==> src/pkg/host_port_consts.vh <==
`ifndef HOST_PORT_CONSTS_VH
`define HOST_PORT_CONSTS_VH

// ---------------------------------------------------------------
// bus widths
// ---------------------------------------------------------------
`define HP_ADDR_W        11
`define HP_DATA_W        8

// ---------------------------------------------------------------
// pin synchroniser bundle: {cs, rw/wr/sdi, ds/rd/sclk, serial, style, addr, data}
// ---------------------------------------------------------------
`define HP_PIN_W         24
`define HP_PIN_RESET     24'he00000
`define HP_PIN_CS        23
`define HP_PIN_RW        22
`define HP_PIN_DS        21
`define HP_PIN_SER       20
`define HP_PIN_STYLE     19
`define HP_PIN_ADDR_HI   18
`define HP_PIN_ADDR_LO   8
`define HP_PIN_DATA_HI   7
`define HP_PIN_DATA_LO   0

// ---------------------------------------------------------------
// serial frame: 16 command bits msb first, then 8 data bits
// ---------------------------------------------------------------
`define HP_CMD_BITS      5'd16
`define HP_FRAME_BITS    5'd24
`define HP_CMD_RD_BIT    15
`define HP_CMD_ADDR_HI   10
`define HP_CMD_ADDR_LO   0

// ---------------------------------------------------------------
// parallel state codes (one-hot)
// ---------------------------------------------------------------
`define HP_ST_IDLE       3'h1
`define HP_ST_ACC        3'h2
`define HP_ST_WAIT       3'h4

`endif

==> src/rtl/sync2.v <==
`timescale 1ns/10ps
// ---------------------------------------------------------------
// two-flop synchroniser for a bundle of asynchronous pins
// ---------------------------------------------------------------
module sync2 #(
  parameter             W         = 1,
  parameter [W-1:0]     RESET_VAL = {W{1'b0}}
) (
  // clock and reset
  input  wire           mclk_i,
  input  wire           reset_n_i,
  // pins in, synchronised out
  input  wire [W-1:0]   async_i,
  output wire [W-1:0]   sync_o
);

  reg [W-1:0] meta_reg;
  reg [W-1:0] sync_reg;

  // first stage feeds only the second stage
  always @(posedge mclk_i or negedge reset_n_i) begin
    if (!reset_n_i) begin
      meta_reg <= RESET_VAL;
      sync_reg <= RESET_VAL;
    end else begin
      meta_reg <= async_i;
      sync_reg <= meta_reg;
    end
  end

  assign sync_o = sync_reg;

endmodule

==> src/rtl/host_port.v <==
`timescale 1ns/10ps
`include "host_port_consts.vh"

module host_port #(
  parameter AW = `HP_ADDR_W,
  parameter DW = `HP_DATA_W
) (
  // clock and reset
  input  wire          mclk_i,
  input  wire          reset_n_i,
  // host pins
  input  wire          chip_select_n_i,
  input  wire          rw_wr_sdi_i,
  input  wire          data_strobe_n_i,
  input  wire          serial_port_select_i,
  input  wire          bus_style_select_i,
  input  wire [AW-1:0] addr_i,
  input  wire [DW-1:0] data_i,
  output wire [DW-1:0] data_o,
  output wire [DW-1:0] data_oe_o,
  // internal register side
  output wire [AW-1:0] reg_addr_o,
  output wire [DW-1:0] reg_wdata_o,
  output wire          reg_wr_o,
  output wire          reg_rd_o,
  input  wire [DW-1:0] reg_rdata_i
);

  // ---------------------------------------------------------------
  // pin synchronisation
  // ---------------------------------------------------------------
  wire [`HP_PIN_W-1:0] pins_s;

  sync2 #(
    .W         (`HP_PIN_W),
    .RESET_VAL (`HP_PIN_RESET)
  ) u_sync (
    .mclk_i    (mclk_i),
    .reset_n_i (reset_n_i),
    .async_i   ({chip_select_n_i, rw_wr_sdi_i, data_strobe_n_i, serial_port_select_i,
                 bus_style_select_i, addr_i, data_i}),
    .sync_o    (pins_s)
  );

  wire          cs_n_s   = pins_s[`HP_PIN_CS];
  wire          rw_s     = pins_s[`HP_PIN_RW];
  wire          ds_s     = pins_s[`HP_PIN_DS];
  wire          serial_s = pins_s[`HP_PIN_SER];
  wire          intel_s  = pins_s[`HP_PIN_STYLE];
  wire [AW-1:0] addr_s   = pins_s[`HP_PIN_ADDR_HI:`HP_PIN_ADDR_LO];
  wire [DW-1:0] data_s   = pins_s[`HP_PIN_DATA_HI:`HP_PIN_DATA_LO];

  // ---------------------------------------------------------------
  // strobe decode
  // ---------------------------------------------------------------
  // motorola: data strobe low qualifies, r/w high = read
  // intel: read strobe or write strobe low
  wire par_mode  = ~serial_s;
  wire strobe_on = intel_s ? (~ds_s | ~rw_s) : ~ds_s;
  wire is_read   = intel_s ? ~ds_s : rw_s;

  // ---------------------------------------------------------------
  // shared registers
  // ---------------------------------------------------------------
  reg [2:0]    state_reg;
  reg [2:0]    state_next;
  reg [AW-1:0] addr_reg;
  reg [DW-1:0] wdata_reg;
  reg [DW-1:0] pdata_reg;
  reg          read_reg;
  reg          wr_reg;
  reg          rd_reg;
  reg          rd_pend_reg;
  reg          sclk_q_reg;
  reg [4:0]    bit_cnt_reg;
  reg [15:0]   cmd_reg;
  reg          ser_rd_reg;
  reg [DW-1:0] sout_reg;
  reg          sdo_reg;

  wire sclk_rise = ds_s & ~sclk_q_reg;
  wire sclk_fall = ~ds_s & sclk_q_reg;
  wire ser_act   = serial_s & ~cs_n_s;

  // ---------------------------------------------------------------
  // parallel state machine
  // ---------------------------------------------------------------
  // next state: one access per chip-select low period
  always @* begin
    state_next = state_reg;
    case (state_reg)
      `HP_ST_IDLE: begin
        if (par_mode && !cs_n_s && strobe_on)
          state_next = `HP_ST_ACC;
      end
      `HP_ST_ACC: begin
        if (!strobe_on || cs_n_s)
          state_next = `HP_ST_WAIT;
      end
      `HP_ST_WAIT: begin
        if (cs_n_s)
          state_next = `HP_ST_IDLE;
      end
      default: state_next = `HP_ST_IDLE;
    endcase
  end

  // ---------------------------------------------------------------
  // transfers: parallel and serial share the register-side outputs
  // ---------------------------------------------------------------
  always @(posedge mclk_i or negedge reset_n_i) begin
    if (!reset_n_i) begin
      state_reg   <= `HP_ST_IDLE;
      addr_reg    <= {AW{1'b0}};
      wdata_reg   <= {DW{1'b0}};
      pdata_reg   <= {DW{1'b0}};
      read_reg    <= 1'b0;
      wr_reg      <= 1'b0;
      rd_reg      <= 1'b0;
      rd_pend_reg <= 1'b0;
      sclk_q_reg  <= 1'b1;
      bit_cnt_reg <= 5'h00;
      cmd_reg     <= 16'h0000;
      ser_rd_reg  <= 1'b0;
      sout_reg    <= {DW{1'b0}};
      sdo_reg     <= 1'b0;
    end else begin
      state_reg   <= state_next;
      wr_reg      <= 1'b0;
      rd_reg      <= 1'b0;
      rd_pend_reg <= rd_reg;
      sclk_q_reg  <= ds_s;
      // parallel access start: latch address, launch a read
      if (state_reg == `HP_ST_IDLE && state_next == `HP_ST_ACC) begin
        addr_reg <= addr_s;
        read_reg <= is_read;
        rd_reg   <= is_read;
      end
      // parallel write: track bus while strobed, commit at release
      if (state_reg == `HP_ST_ACC && !read_reg) begin
        if (state_next == `HP_ST_WAIT)
          wr_reg <= 1'b1;
        else
          wdata_reg <= data_s;
      end
      // read data returns one cycle after the read pulse
      if (rd_pend_reg) begin
        if (serial_s)
          sout_reg <= reg_rdata_i;
        else
          pdata_reg <= reg_rdata_i;
      end
      // serial frame
      if (!ser_act) begin
        bit_cnt_reg <= 5'h00;
        ser_rd_reg  <= 1'b0;
      end else begin
        if (sclk_rise && bit_cnt_reg < `HP_FRAME_BITS) begin
          bit_cnt_reg <= bit_cnt_reg + 5'h01;
          if (bit_cnt_reg < `HP_CMD_BITS) begin
            cmd_reg <= {cmd_reg[14:0], rw_s};
            if (bit_cnt_reg == `HP_CMD_BITS - 5'h01) begin
              // address comes from the frame, parallel address pins unused
              addr_reg   <= {cmd_reg[`HP_CMD_ADDR_HI-1:0], rw_s};
              ser_rd_reg <= cmd_reg[`HP_CMD_RD_BIT-1];
              rd_reg     <= cmd_reg[`HP_CMD_RD_BIT-1];
            end
          end else if (!ser_rd_reg) begin
            wdata_reg <= {wdata_reg[DW-2:0], rw_s};
            if (bit_cnt_reg == `HP_FRAME_BITS - 5'h01)
              wr_reg <= 1'b1;
          end
        end
        // read data shifts out msb first on falling edges only
        if (sclk_fall && ser_rd_reg) begin
          sdo_reg  <= sout_reg[DW-1];
          sout_reg <= {sout_reg[DW-2:0], 1'b0};
        end
      end
    end
  end

  // ---------------------------------------------------------------
  // outputs
  // ---------------------------------------------------------------
  wire par_drive = par_mode & ~cs_n_s & read_reg & (state_reg == `HP_ST_ACC) & strobe_on;

  assign data_o      = serial_s ? {{(DW-1){1'b0}}, sdo_reg} : pdata_reg;
  assign data_oe_o   = serial_s ? {{(DW-1){1'b0}}, ser_act & ser_rd_reg} :
                                  {DW{par_drive}};
  assign reg_addr_o  = addr_reg;
  assign reg_wdata_o = wdata_reg;
  assign reg_wr_o    = wr_reg;
  assign reg_rd_o    = rd_reg;

endmodule

==> config.mk <==
export PLATFORM = sky130hd
export DESIGN_NAME = host_port
export DESIGN_NICKNAME = d
export VERILOG_FILES = /design/src/rtl/sync2.v /design/src/rtl/host_port.v
export VERILOG_INCLUDE_DIRS = /design/src /design/src/pkg
export SDC_FILE = /design/constraint.sdc
export NUM_CORES = 1
export LEC_CHECK = 0
export ABC_AREA = 1
export BUFFER_PORTS_ARGS = -buffer_cell sky130_fd_sc_hd__buf_2
export CELL_PAD_IN_SITES_DETAIL_PLACEMENT = 0
export CELL_PAD_IN_SITES_GLOBAL_PLACEMENT = 1
export CORE_ASPECT_RATIO = 0.6
export CORE_MARGIN = 1.5
export CORE_UTILIZATION = 41
export CTS_BUF_LIST = sky130_fd_sc_hd__clkbuf_4 sky130_fd_sc_hd__clkbuf_8
export CTS_CLUSTER_DIAMETER = 40
export DETAILED_ROUTE_END_ITERATION = 10
export PLACE_DENSITY = 0.81
export SYNTH_ARGS = -nofsm -noshare
export SYNTH_HDL_FRONTEND = slang
export SYNTH_SLANG_ARGS = --single-unit
==> constraint.sdc <==
create_clock -name mclk_i -period 1.6 [get_ports mclk_i]
set_input_delay 0.24 -clock mclk_i [delete_from_list [all_inputs] [get_ports mclk_i]]
set_output_delay 0.24 -clock mclk_i [all_outputs]
set_load 0.01 [all_outputs]
==> flow_metrics.tcl <==
set metrics [dict create \
    ys_ff_latch 113 \
    ir_drop_v 0.00110 \
    worstMarginPinSlew_ps 445 \
    io-pin-count 71 \
    grt.total_usage 0.196 \
    synthAdderAreaFrac 0.00558 \
    cp.arrival_ps 1520 \
    synth_compound_area_frac 0.0592 \
    antenna_found_initial 0 \
    yosysMostFrequentCell "nand2_1" \
    max_freq_mhz 569 \
    fin_cells 754 \
    synth_enable_flop_cells 0 \
    numPlacedInstances 668 \
    outcome "finished with violations" \
    setup_viol 42 \
    grt_pass1_wl_mm 16.9 \
    ys.flop_type "dfrtp_1" \
    syn_inst 447 \
    vias_per_cell 4.66 \
    drive_gt1_frac 0.392 \
    syn-num-nets 483 \
    place_area_um2 5160 \
    first_global_vias 3449 \
    io_buffers 70 \
    worstSetupEndpoint "data_oe_o[0]" \
    vias 3510 \
    drtPass1Iterations 4 \
    hp-class "in2reg" \
    dpl.hpwl_mm 6.72 \
    clock-sinks 113 \
    start_util 0.423 \
    violations "setup timing" \
    cts-root-buf "clkbuf_8" \
    slowest_delay_ps 600 \
    synth_top_area_frac 0.586 \
    cap_violations 0 \
    cp_slowest_cell "dfstp_2" \
    rr_worst_depth 8 \
    yosysWarnings 0 \
    period_needed_ps 1760 \
    routed_wl_mm 10.5 \
    clk-insertion-delay-late_ps 440 \
    yosys.area_share.simple 0.210 \
    insertedDiodeCount 0 \
    yosysTopAreaCell "dfrtp_1" \
    ys_types 32 \
    drc_errors 0 \
    slew_violations 0 \
    cp.buffers_inverters 3 \
    rsz0062_at_grt "yes" \
    power_mw 8.72 \
    cp.required_ps 1360 \
    avgSynthCellArea_um2 10.0 \
    ant_nets 0 \
    grt_max_degree 40 \
    relSlewSlack 0.703 \
    p_leak_nw 3.28 \
    cts_tree "built" \
    final_hold_viol_count 0 \
    worst_slack_ps -156 \
    clk_path_buf_depth 2 \
    htree_num_levels 4 \
    synthTopCellsByCount "109 x nand2_1, 105 x dfrtp_1, 71 x inv_1, 26 x nand3_1, 26 x o21ai_0" \
    path_class "reg2out" \
    place_ws_ps -99.9 \
    nNetsFinal 638 \
    hp-start "reg_rdata_i[0]" \
    reg2reg_from "u_sync.sync_o[21]" \
    cts-buffers-inserted 17 \
    finClkSkew_ps 8.34 \
    synth_top_family_by_area "simple AND/OR/NAND/NOR gates" \
    synthToLayoutAreaGrowth_pct 40.4 \
    drtIter0Drc 269 \
    critPathMaxFanout 5 \
    ys_async_sr_fraction 1.00 \
    cp.depth 6 \
    die_h_um 84.0 \
    dieArea_um2 11600 \
    synth-xor-area-share 0.00195 \
    timing.rr.end "reg_addr_o[1]" \
    seq_area_frac_synth 0.633 \
    whs_ps 64.8 \
    routedWlPerCell_um 14.0 \
    rrSetupSlack_ps -110 \
    row_count 29 \
    muxShareOfSynthArea 0.00251 \
    power_density_nw_per_um2 1390 \
    grt_overflow 0 \
    core_um2 10600 \
    netlist_area_um2 4480 \
    cts.clk_slew.worst_paths_ps 70 \
    crit_path_start "u_sync.sync_o[23]" \
    crit_family "flip-flops" \
    start_kind "flop" \
    fin_area_um2 6290 \
    dieWidth_um 138 \
    path_cells "inv_4 -> nand2_4 -> inv_4 -> nand2_4 -> o31ai_2 -> buf_2" \
    period_share 1.10 \
    ys_top_cells_by_area "dfrtp_1 59%, nand2_1 9.1%, inv_1 5.9%" \
    gp_routability_congestion 0.766 \
    cp-end-kind "output pin" \
]
[worst min-delay path by stage]
stage	slack [ps]	end	cells past startpoint
6_report	60	pdata_reg[0]	2
5_1_grt	50	pdata_reg[0]	2
4_1_cts	40	pdata_reg[5]	3
3_5_place_dp	220	u_sync.sync_o[5]	1
3_3_place_gp	220	u_sync.sync_o[5]	1
2_1_floorplan	-60	bit_cnt_reg[0]	0
[final cells by class]
class / count / area, um^2
repair buffers: 152 / 1110
clock buffers: 18 / 241
clock inverters: 14 / 155
well taps: 139 / 174
flip-flops and latches: 113 / 2840
inverters: 73 / 290
fillers: 891 / 4300
multi-input cells: 245 / 1480
[cells by family after synthesis]
kind of cell / count (synthesis)
buf+inv: 90
fa+ha+maj: 2
simple gates: 193
flops: 113
mux: 1
compound gates: 47
xor+xnor: 1
[per-layer routing]
layer / vias up / track usage / wire [um]
li1: 1726 / - / -
met1: 1684 / 0.267 / 4960
met2: 83 / 0.290 / 4840
met3: 17 / 0.0619 / 529
met4: 0 / 0.0777 / 194
met5: - / 0 / 0
[placed cells by master, fill, tap and decap left out, drive strengths merged]
cell and n:
clkinv 2, dlygate4sd3 25, nand4 20, bufinv 2, clkinvlp 6, mux2 1, nor2 21, nand2 116
o21ai 34, o211ai 1, inv 77, dfrtp 105, dfstp 8, buf 127, ha 2, a21oi 8
nand3 29, nor3 7, o2111ai 1, clkbuf 18, xnor2 1, o31ai 1, o22ai 2, or2 1
[power by group]
| group | switching, mW | internal, mW |
|---|---|---|
| Sequential | 0.411 | 3.52 |
| Combinational | 1.16 | 0.921 |
| Clock | 1.29 | 1.42 |
| Total | 2.86 | 5.86 |
[stage by stage]
| stage | utilization | TNS [ps] |
|---|---|---|
| after global routing | 0.594 | -6780 |
| after global placement | 0.487 | -25.9 |
| final | 0.594 | -2660 |
| after detailed placement | 0.487 | -1050 |
| after floorplan | - | -37.9 |
| after CTS | 0.567 | -1720 |
[what timing repair did]
item / CTS / global route
resized for setup: 28 / 40
pin swaps: 13 / 22
gates cloned: 0 / 1
hold buffers: 25 / 0
hold endpoints to repair: 48 / 0
endpoints found under the setup margin: 24 / 43
setup buffers: 12 / 17
(Power assumes the default switching activity.)
